--- src/inc/scm_defs.vh ---
// Constants for the smoke calibration mode block
`ifndef SCM_DEFS_VH
`define SCM_DEFS_VH

// ********************************
// Register map (word byte addresses)
// ********************************
`define SCM_ADDR_CTRL        8'h00
`define SCM_ADDR_STATUS      8'h04
`define SCM_ADDR_STANDBY     8'h08
`define SCM_ADDR_SAMPLES     8'h0C

// ********************************
// Control register fields
// ********************************
`define SCM_CTRL_LOWSUP_EN   0
`define SCM_CTRL_SUPERV_EN   1
`define SCM_CTRL_RESET       2'h3

// ********************************
// Status register fields
// ********************************
`define SCM_ST_CAL           0
`define SCM_ST_COMP          1
`define SCM_ST_INTEG         2
`define SCM_ST_SUPGAIN       3
`define SCM_ST_HYST          4
`define SCM_ST_ROUTE         5

// ********************************
// Timing
// ********************************
// Standby emitter interval in oscillator cycles
`define SCM_STANDBY_RESET    16'h0010
// Oscillator cycles the manual-test level must hold
`define SCM_ENTRY_CYCLES     2'h1
`define SCM_CHECK_PERIOD     8'h20

`endif

--- src/hdl/scm_calib.v ---
// Calibration mode logic of the photoelectric smoke detector
`timescale 1ns/1ns
`default_nettype none
`include "scm_defs.vh"

module scm_calib (
	input  wire        ref_clk,
	input  wire        reset_n,
	// Wishbone classic slave
	input  wire        wb_cyc_i,
	input  wire        wb_stb_i,
	input  wire        wb_we_i,
	input  wire [7:0]  wb_adr_i,
	input  wire [3:0]  wb_sel_i,
	input  wire [31:0] wb_dat_i,
	output reg  [31:0] wb_dat_o,
	output wire        wb_ack_o,
	output wire        wb_err_o,
	// Pins
	input  wire        test_sink,
	input  wire        oscillator_input,
	input  wire        io_in,
	output wire        io_out,
	output wire        io_oe,
	input  wire        supply_trip,
	input  wire        hyst_ctrl,
	input  wire        amp_pulse,
	input  wire        smoke_detect,
	output reg         horn1_reg,
	output reg         horn2_reg,
	output reg         infrared_emitter_pulse,
	output reg         strobe_n_reg,
	output reg         comp_mon_reg,
	output wire        integ_mon,
	output reg         sup_gain_reg,
	output reg         hyst_gain_reg,
	output reg         lowsup_check_reg,
	output reg         superv_check_reg
);

	// ********************************
	// Pin synchronisers
	// ********************************
	reg [4:0] sync1_reg;
	reg [4:0] sync2_reg;
	wire      sink_s  = sync2_reg[0];
	wire      osc_s   = sync2_reg[1];
	wire      io_s    = sync2_reg[2];
	wire      trip_s  = sync2_reg[3];
	wire      hyst_s  = sync2_reg[4];
	reg       amp1_reg;
	reg       amp2_reg;
	reg       det1_reg;
	reg       det2_reg;

	// Two flops on every pin input before any logic sees it
	always @(posedge ref_clk or negedge reset_n) begin
		if (!reset_n) begin
			sync1_reg <= 5'h00;
			sync2_reg <= 5'h00;
			amp1_reg  <= 1'b0;
			amp2_reg  <= 1'b0;
			det1_reg  <= 1'b0;
			det2_reg  <= 1'b0;
		end else begin
			sync1_reg <= {hyst_ctrl, supply_trip, io_in, oscillator_input, test_sink};
			sync2_reg <= sync1_reg;
			amp1_reg  <= amp_pulse;
			amp2_reg  <= amp1_reg;
			det1_reg  <= smoke_detect;
			det2_reg  <= det1_reg;
		end
	end

	// ********************************
	// Internal clock
	// ********************************
	reg  osc_prev_reg;
	// level follows pin
	// Same level whether driven or free-running, so no separate path
	wire int_clk   = osc_s;
	wire osc_rise  = int_clk && !osc_prev_reg;
	wire osc_fall  = !int_clk && osc_prev_reg;

	// Last level; resets to the idle low of the pin so no false edge follows
	always @(posedge ref_clk or negedge reset_n) begin
		if (!reset_n)
			osc_prev_reg <= 1'b0;
		else
			osc_prev_reg <= int_clk;
	end

	// ********************************
	// Mode entry and exit
	// ********************************
	reg       cal_reg;
	reg       cal_next;
	reg [1:0] hold_reg;
	reg [1:0] hold_next;

	// entry after a full oscillator cycle of sinking
	// exit after a full oscillator cycle floating
	// Qualified on rising edges so a glitch shorter than a cycle is ignored
	always @* begin
		cal_next  = cal_reg;
		hold_next = hold_reg;
		if (sink_s == cal_reg) begin
			hold_next = 2'h0;
		end else if (osc_rise) begin
			if (hold_reg == `SCM_ENTRY_CYCLES) begin
				cal_next  = sink_s;
				hold_next = 2'h0;
			end else begin
				hold_next = hold_reg + 2'h1;
			end
		end
	end

	// Mode state; reset leaves the block out of calibration
	always @(posedge ref_clk or negedge reset_n) begin
		if (!reset_n) begin
			cal_reg  <= 1'b0;
			hold_reg <= 2'h0;
		end else begin
			cal_reg  <= cal_next;
			hold_reg <= hold_next;
		end
	end

	// ********************************
	// Software registers
	// ********************************
	reg  [1:0]  ctrl_reg;
	reg  [15:0] standby_reg;
	reg  [15:0] samples_reg;
	reg         ack_reg;
	wire        req      = wb_cyc_i && wb_stb_i;
	wire        hit_ctrl = (wb_adr_i == `SCM_ADDR_CTRL);
	wire        hit_stb  = (wb_adr_i == `SCM_ADDR_STANDBY);
	reg         mapped;

	// Address decode
	always @* begin
		if (wb_adr_i == `SCM_ADDR_CTRL)
			mapped = 1'b1;
		else if (wb_adr_i == `SCM_ADDR_STATUS)
			mapped = 1'b1;
		else if (wb_adr_i == `SCM_ADDR_STANDBY)
			mapped = 1'b1;
		else if (wb_adr_i == `SCM_ADDR_SAMPLES)
			mapped = 1'b1;
		else
			mapped = 1'b0;
	end

	// One wait state; ack drops the cycle after it was given
	assign wb_ack_o = ack_reg && mapped;
	assign wb_err_o = ack_reg && !mapped;

	always @(posedge ref_clk or negedge reset_n) begin
		if (!reset_n) begin
			ack_reg     <= 1'b0;
			ctrl_reg    <= `SCM_CTRL_RESET;
			standby_reg <= `SCM_STANDBY_RESET;
		end else begin
			ack_reg <= req && !ack_reg;
			// Writes land on the edge where the master samples ack
			if (req && ack_reg && wb_we_i) begin
				if (hit_ctrl) begin
					if (wb_sel_i[0])
						ctrl_reg <= wb_dat_i[1:0];
				end else if (hit_stb) begin
					if (wb_sel_i[0])
						standby_reg[7:0] <= wb_dat_i[7:0];
					if (wb_sel_i[1])
						standby_reg[15:8] <= wb_dat_i[15:8];
				end
			end
		end
	end

	reg [31:0] status_word;

	// Status bits placed by field position, so the map lives in one header
	always @* begin
		status_word                  = 32'h0000_0000;
		status_word[`SCM_ST_CAL]     = cal_reg;
		status_word[`SCM_ST_COMP]    = comp_mon_reg;
		status_word[`SCM_ST_INTEG]   = integ_mon;
		status_word[`SCM_ST_SUPGAIN] = sup_gain_reg;
		status_word[`SCM_ST_HYST]    = hyst_gain_reg;
		status_word[`SCM_ST_ROUTE]   = io_s && cal_reg;
	end

	// Read data registered with the ack
	always @(posedge ref_clk or negedge reset_n) begin
		if (!reset_n) begin
			wb_dat_o <= 32'h0000_0000;
		end else if (req && !ack_reg && !wb_we_i) begin
			if (wb_adr_i == `SCM_ADDR_CTRL)
				wb_dat_o <= {30'h0, ctrl_reg};
			else if (wb_adr_i == `SCM_ADDR_STATUS)
				wb_dat_o <= status_word;
			else if (wb_adr_i == `SCM_ADDR_STANDBY)
				wb_dat_o <= {16'h0, standby_reg};
			else if (wb_adr_i == `SCM_ADDR_SAMPLES)
				wb_dat_o <= {16'h0, samples_reg};
			else
				wb_dat_o <= 32'h0000_0000;
		end
	end

	// ********************************
	// Emitter timing
	// ********************************
	reg [15:0] intv_reg;
	reg [7:0]  chk_reg;

	// pulse each internal clock in calibration
	always @(posedge ref_clk or negedge reset_n) begin
		if (!reset_n) begin
			intv_reg               <= 16'h0000;
			infrared_emitter_pulse <= 1'b0;
		end else if (cal_reg) begin
			intv_reg               <= 16'h0000;
			infrared_emitter_pulse <= osc_rise;
		end else if (osc_rise) begin
			if (intv_reg >= standby_reg - 16'h0001) begin
				intv_reg               <= 16'h0000;
				infrared_emitter_pulse <= 1'b1;
			end else begin
				intv_reg               <= intv_reg + 16'h0001;
				infrared_emitter_pulse <= 1'b0;
			end
		end else begin
			infrared_emitter_pulse <= 1'b0;
		end
	end

	// periodic checks gated off in calibration
	// Checks count emitter pulses only while cal_reg is low, so they can never fire in calibration
	always @(posedge ref_clk or negedge reset_n) begin
		if (!reset_n) begin
			chk_reg          <= 8'h00;
			lowsup_check_reg <= 1'b0;
			superv_check_reg <= 1'b0;
		end else begin
			lowsup_check_reg <= 1'b0;
			superv_check_reg <= 1'b0;
			if (cal_reg) begin
				chk_reg <= 8'h00;
			end else if (infrared_emitter_pulse) begin
				if (chk_reg == `SCM_CHECK_PERIOD - 8'h01) begin
					chk_reg          <= 8'h00;
					lowsup_check_reg <= ctrl_reg[`SCM_CTRL_LOWSUP_EN];
					superv_check_reg <= ctrl_reg[`SCM_CTRL_SUPERV_EN];
				end else begin
					chk_reg <= chk_reg + 8'h01;
				end
			end
		end
	end

	// ********************************
	// Strobe, gain and routing
	// ********************************
	// strobe held low in calibration
	// amp pulses to horn pins with interconnect high
	// supply trip picks gain and horn
	// hysteresis only with supply trip low
	always @(posedge ref_clk or negedge reset_n) begin
		if (!reset_n) begin
			strobe_n_reg  <= 1'b1;
			horn1_reg     <= 1'b0;
			horn2_reg     <= 1'b0;
			sup_gain_reg  <= 1'b0;
			hyst_gain_reg <= 1'b0;
		end else if (cal_reg) begin
			strobe_n_reg  <= 1'b0;
			horn1_reg     <= io_s && !trip_s && amp2_reg;
			horn2_reg     <= io_s && trip_s && amp2_reg;
			sup_gain_reg  <= io_s && trip_s;
			hyst_gain_reg <= hyst_s && !trip_s;
		end else begin
			// Normal sequencing lives elsewhere; strobe pulses low the clock after each emitter pulse, other outputs rest idle here
			strobe_n_reg  <= !infrared_emitter_pulse;
			horn1_reg     <= 1'b0;
			horn2_reg     <= 1'b0;
			sup_gain_reg  <= 1'b0;
			hyst_gain_reg <= 1'b0;
		end
	end

	// interconnect never driven by this block
	assign io_out = 1'b0;
	assign io_oe  = 1'b0;

	// ********************************
	// Smoke monitors
	// ********************************
	// Sample at the clock fall, after the comparator had its high phase
	wire       sample = cal_reg && osc_fall;

	// positive pulse while clock high on detecting sample
	always @(posedge ref_clk or negedge reset_n) begin
		if (!reset_n)
			comp_mon_reg <= 1'b0;
		else if (!cal_reg || osc_fall)
			comp_mon_reg <= 1'b0;
		else if (osc_rise)
			comp_mon_reg <= det2_reg;
	end

	// Count detecting samples for software
	always @(posedge ref_clk or negedge reset_n) begin
		if (!reset_n)
			samples_reg <= 16'h0000;
		else if (sample && comp_mon_reg)
			samples_reg <= samples_reg + 16'h0001;
	end

	scm_sample_hist u_hist (
		.ref_clk    (ref_clk),
		.reset_n    (reset_n),
		.sample_stb (sample),
		.detect     (comp_mon_reg),
		.clear      (!cal_reg),
		.integ_reg  (integ_mon),
		.hist_reg   ()
	);

endmodule
`default_nettype wire

--- src/hdl/scm_sample_hist.v ---
// Two-deep detection history and smoke integrator
`timescale 1ns/1ns
`default_nettype none

module scm_sample_hist (
	input  wire       ref_clk,
	input  wire       reset_n,
	input  wire       sample_stb,
	input  wire       detect,
	input  wire       clear,
	output reg        integ_reg,
	output reg  [1:0] hist_reg
);

	// ********************************
	// Integrator
	// ********************************
	// On with two hits, off with two misses; a single odd sample holds the level
	always @(posedge ref_clk or negedge reset_n) begin
		if (!reset_n) begin
			hist_reg  <= 2'h0;
			integ_reg <= 1'b0;
		end else if (clear) begin
			hist_reg  <= 2'h0;
			integ_reg <= 1'b0;
		end else if (sample_stb) begin
			hist_reg <= {hist_reg[0], detect};
			if (hist_reg[0] && detect)
				integ_reg <= 1'b1;
			else if (!hist_reg[0] && !detect)
				integ_reg <= 1'b0;
		end
	end

endmodule
`default_nettype wire

--- config.mk ---
export PLATFORM = sky130hd
export DESIGN_NAME = scm_calib
export DESIGN_NICKNAME = d
export VERILOG_FILES = /design/src/hdl/scm_calib.v /design/src/hdl/scm_sample_hist.v
export VERILOG_INCLUDE_DIRS = /design/src /design/src/inc
export SDC_FILE = /design/constraint.sdc
export NUM_CORES = 1
export LEC_CHECK = 0
export BUFFER_PORTS_ARGS = -buffer_cell sky130_fd_sc_hd__buf_4
export CORE_ASPECT_RATIO = 1.4
export CORE_UTILIZATION = 25
export CTS_BUF_LIST = sky130_fd_sc_hd__clkbuf_4 sky130_fd_sc_hd__clkbuf_8 sky130_fd_sc_hd__clkbuf_16
export DETAILED_ROUTE_END_ITERATION = 6
export SKIP_CTS_REPAIR_TIMING = 1
export SYNTH_ARGS = -nofsm -noshare
export SYNTH_HDL_FRONTEND = slang
export SYNTH_SLANG_ARGS = --single-unit
--- constraint.sdc ---
create_clock -name ref_clk -period 3.65 [get_ports ref_clk]
set_input_delay 0.365 -clock ref_clk [delete_from_list [all_inputs] [get_ports ref_clk]]
set_output_delay 0.365 -clock ref_clk [all_outputs]
set_load 0.05 [all_outputs]
==> metrics.txt <==
# TYPE chip_impl_metric gauge
chip_impl_info{name="status",value="completed"} 1
chip_impl_info{name="final_cell_mix",value="sky130_fd_sc_hd__dfrtp_1, sky130_fd_sc_hd__buf_4, sky130_fd_sc_hd__nand2_1, sky130_fd_sc_hd__nor2_1, sky130_fd_sc_hd__o21ai_0"} 1
chip_impl_metric{name="post_route_cells_drive_above_1_share",unit=""} 0.225
chip_impl_metric{name="detail_route.drc_violations",unit=""} 0
chip_impl_metric{name="grt_max_degree",unit=""} 73
chip_impl_info{name="rsz0062_at_grt",value="no"} 1
chip_impl_info{name="end_kind",value="flip-flop"} 1
chip_impl_metric{name="drt.antenna.violating_nets",unit=""} 0
chip_impl_metric{name="net-switching-power",unit="uW"} 868
chip_impl_metric{name="syn_area_per_cell",unit="um^2"} 10.8
chip_impl_metric{name="critPathArrivalTime",unit="ns"} 3.29
chip_impl_metric{name="p_total",unit="uW"} 2880
chip_impl_metric{name="num_antenna_cells",unit=""} 0
chip_impl_metric{name="regArea",unit="mm^2"} 0.00261
chip_impl_metric{name="netlist-cell-type-count",unit=""} 50
chip_impl_metric{name="num-nets-final",unit=""} 622
chip_impl_metric{name="finalWorstPathRequiredPeriod",unit="ns"} 3.02
chip_impl_info{name="critical-path-slowest-cell",value="sky130_fd_sc_hd__dfrtp_1"} 1
chip_impl_info{name="critical_path_class",value="reg -> reg"} 1
chip_impl_metric{name="worst_ep_required_time",unit="ns"} 3.92
chip_impl_metric{name="worst_skew_pair.late_latency",unit="ns"} 0.36
chip_impl_metric{name="power.combinational.fraction",unit=""} 0.162
chip_impl_metric{name="multiInputGateArea",unit="mm^2"} 0.00236
chip_impl_metric{name="deepest_clock_path_buffer_count",unit=""} 2
chip_impl_metric{name="ys.warnings.count",unit=""} 0
chip_impl_metric{name="clock_buffers_created_by_tritoncts",unit=""} 9
chip_impl_metric{name="gr-usage-all-layers",unit=""} 0.110
chip_impl_info{name="crit_chain",value="nor4_1 -> nand3_1 -> nor3_1 -> xnor2_1 -> ha_1 -> a211oi_1 -> o21ai_0 -> a31oi_2 -> a21oi_2 -> buf_4 -> nor3_1"} 1
chip_impl_metric{name="core_area",unit="mm^2"} 0.0200
chip_impl_metric{name="holdPathStages",unit=""} 1
chip_impl_metric{name="number_of_synthesized_flops_with_an_enable_pin",unit=""} 0
chip_impl_metric{name="worst_max_slew_margin_expressed_relative_to_the_limit",unit=""} 0.392
chip_impl_metric{name="final_max_slew_viol_count",unit=""} 0
chip_impl_metric{name="gp_congestion",unit=""} 0.774
chip_impl_metric{name="design.portCount",unit=""} 102
chip_impl_metric{name="timing.clock.skew",unit="ns"} 0.00933
chip_impl_metric{name="dieArea",unit="mm^2"} 0.0211
chip_impl_metric{name="setup_total_negative_slack",unit="ns"} 0
chip_impl_metric{name="final_core_utilization",unit=""} 0.311
chip_impl_metric{name="layout.filler_cells",unit=""} 2077
chip_impl_metric{name="number_of_instances_in_the_placed_design",unit=""} 787
chip_impl_metric{name="detail_route.vias_per_cell",unit=""} 4.46
chip_impl_metric{name="drtIter0Drc",unit=""} 142
chip_impl_info{name="postSynth.topFlopCell",value="sky130_fd_sc_hd__dfrtp_1"} 1
chip_impl_metric{name="initial_antenna_violation_count",unit=""} 0
chip_impl_metric{name="ys_seq_elements",unit=""} 104
chip_impl_metric{name="drtPass1Iterations",unit=""} 4
chip_impl_metric{name="seq_power_share",unit=""} 0.453
chip_impl_metric{name="finalNonFillerCells",unit=""} 803
chip_impl_metric{name="total_leakage_power",unit="uW"} 0.00296
chip_impl_metric{name="num_rows",unit=""} 61
chip_impl_metric{name="async_reset_ff_frac",unit=""} 1.00
chip_impl_metric{name="syn_area",unit="mm^2"} 0.00514
chip_impl_metric{name="p_clk_frac",unit=""} 0.385
chip_impl_metric{name="area_growth_syn_to_layout",unit="%"} 20.9
chip_impl_metric{name="worstMarginPinSlew",unit="ns"} 0.910
chip_impl_metric{name="finalHoldViolations",unit=""} 0
chip_impl_metric{name="grt_first_pass_wirelength",unit="mm"} 17.8
chip_impl_metric{name="avgRoutedWirePerCell",unit="um"} 13.6
chip_impl_metric{name="cts_htree_levels",unit=""} 3
chip_impl_metric{name="timing.final.crit_share",unit=""} 0.827
chip_impl_info{name="cp_common_cell",value="sky130_fd_sc_hd__nor3_1"} 1
chip_impl_info{name="critPathLaunchType",value="flip-flop"} 1
chip_impl_metric{name="routed_wl",unit="mm"} 10.9
chip_impl_metric{name="max_cap_violations",unit=""} 0
chip_impl_metric{name="irDropWorstVdd",unit="uV"} 282
chip_impl_info{name="clock-root-buffer",value="sky130_fd_sc_hd__clkbuf_16"} 1
chip_impl_metric{name="worst_path_largest_cell_delay",unit="ns"} 0.45
chip_impl_info{name="layout_commonest_cell",value="sky130_fd_sc_hd__dfrtp_1"} 1
chip_impl_metric{name="placement.io_buffers",unit=""} 65
chip_impl_metric{name="path_clk_slew",unit="ns"} 0.08
chip_impl_metric{name="vias_in_the_first_global_route",unit=""} 3661
chip_impl_metric{name="tritoncts_num_sinks",unit=""} 104
chip_impl_metric{name="die_height",unit="um"} 172
chip_impl_metric{name="initial_core_util",unit=""} 0.257
chip_impl_info{name="hold_path.class",value="in -> reg"} 1
chip_impl_metric{name="sw_frac_of_total",unit=""} 0.302
chip_impl_metric{name="worst-r2r-cell-count",unit=""} 11
chip_impl_metric{name="dieWidth",unit="um"} 123
chip_impl_metric{name="internal_power",unit="uW"} 2010
chip_impl_metric{name="cellPowerDensity",unit="mW/mm^2"} 463
chip_impl_info{name="tritoncts",value="built"} 1
chip_impl_metric{name="global_route.overflow_total",unit=""} 0
chip_impl_metric{name="synth_cells",unit=""} 477
chip_impl_metric{name="timing.fmax",unit="MHz"} 331
chip_impl_metric{name="final_count_of_negative_setup_slack_endpoints",unit=""} 0
chip_impl_metric{name="crit_fanout",unit=""} 12
chip_impl_metric{name="vias",unit=""} 3584
chip_impl_metric{name="detailed_place_hpwl",unit="mm"} 8.26
chip_impl_metric{name="synth_sequential_area_ratio",unit=""} 0.508
## through the flow
stage | hold slack (ns) | cell area [um^2] | setup WS [ns]
2_1_floorplan | 0.0694 | 5200 | 1.04
6_report | 0.110 | 6210 | 0.631
4_1_cts | 0.0941 | 6210 | 0.571
3_3_place_gp | 0.333 | 5860 | 0.663
5_1_grt | 0.0921 | 6210 | 0.436
3_5_place_dp | 0.335 | 5860 | 0.635
## worst max-delay path: cells and delay by family, from the launching register on
| family | cells | cell delay, ns |
|---|---|---|
| buffers and inverters | 1 | 0.20 |
| AO/OA/AOI/OAI | 4 | 0.76 |
| XOR/XNOR | 1 | 0.15 |
| adder cells (fa/ha/maj) | 1 | 0.26 |
| flip-flops | 1 | 0.45 |
| AND/OR/NAND/NOR | 4 | 1.11 |
## area by class of cell
class,instances,area share
Clock buffer,9,0.0363
Clock inverter,7,0.0199
Inverter,10,0.00604
Multi-Input combinational cell,351,0.381
Sequential cell,104,0.420
Tap cell,252,0.0508
Timing Repair Buffer,70,0.0866
## final timing paths
kind	from	endpoint	slack [ns]
min in group asynchronous	reset_n	sync1_reg[0]$_DFF_PN0_	0.12
max in group asynchronous	reset_n	intv_reg[14]$_DFFE_PN0P_	2.78
hold / removal	io_in	sync1_reg[2]$_DFF_PN0_	0.11
hold reg to reg	sync1_reg[1]$_DFF_PN0_	sync2_reg[1]$_DFF_PN0_	0.35
setup reg to reg	standby_reg[10]$_DFFE_PN0P_	intv_reg[11]$_DFFE_PN0P_	0.63
setup / recovery	standby_reg[10]$_DFFE_PN0P_	intv_reg[11]$_DFFE_PN0P_	0.63
## cell usage after synthesis, drive strengths merged (2+ instances only)
cell	number	share of area
ha	20	0.049
nand2b	6	0.0088
a31oi	2	0.0037
nor3b	2	0.0029
dfstp	4	0.020
a21oi	10	0.010
and2	6	0.0073
nor2	40	0.029
dfrtp	100	0.49
nor4	4	0.0073
and3	11	0.013
a2111oi	2	0.0083
nor2b	4	0.0049
or3	3	0.0037
mux2i	11	0.021
xor2	17	0.029
and4	3	0.0051
nand2	53	0.039
nand3	17	0.017
nor3	13	0.013
xnor2	27	0.046
clkbuf	5	0.0037
inv	10	0.0073
o21ai	34	0.033
buf	24	0.034
a22o	2	0.0034
a22oi	5	0.0073
mux4	2	0.0088
nand4	6	0.0073
mux2	23	0.050
## power by group through the flow
stage          registers [uW]  clock network, uW  logic, uW
2_1_floorplan            1340                  0        305
3_3_place_gp             1330                  0        468
3_5_place_dp             1330                  0        475
4_1_cts                  1310               1140        477
5_1_grt                  1310               1180        519
6_report                 1300               1110        467
## layer usage
metal  global-route usage  part of all wire  up-vias
li1                     -                 -     1759
met1                0.118              0.41     1739
met2                0.205              0.54       75
met3               0.0242             0.040       11
met4               0.0393             0.014        0
met5                    0                 0        -
## cell families after synthesis
family / count (synthesis) / share of synthesized area
other: 1 / 0.000730
AO/OA/AOI/OAI: 61 / 0.0772
AND/OR/NAND/NOR: 172 / 0.165
multiplexers: 36 / 0.0806
XOR/XNOR: 44 / 0.0750
buffers and inverters: 39 / 0.0446
flip-flops: 104 / 0.508
adder cells (fa/ha/maj): 20 / 0.0487
(Power assumes the default switching activity.)
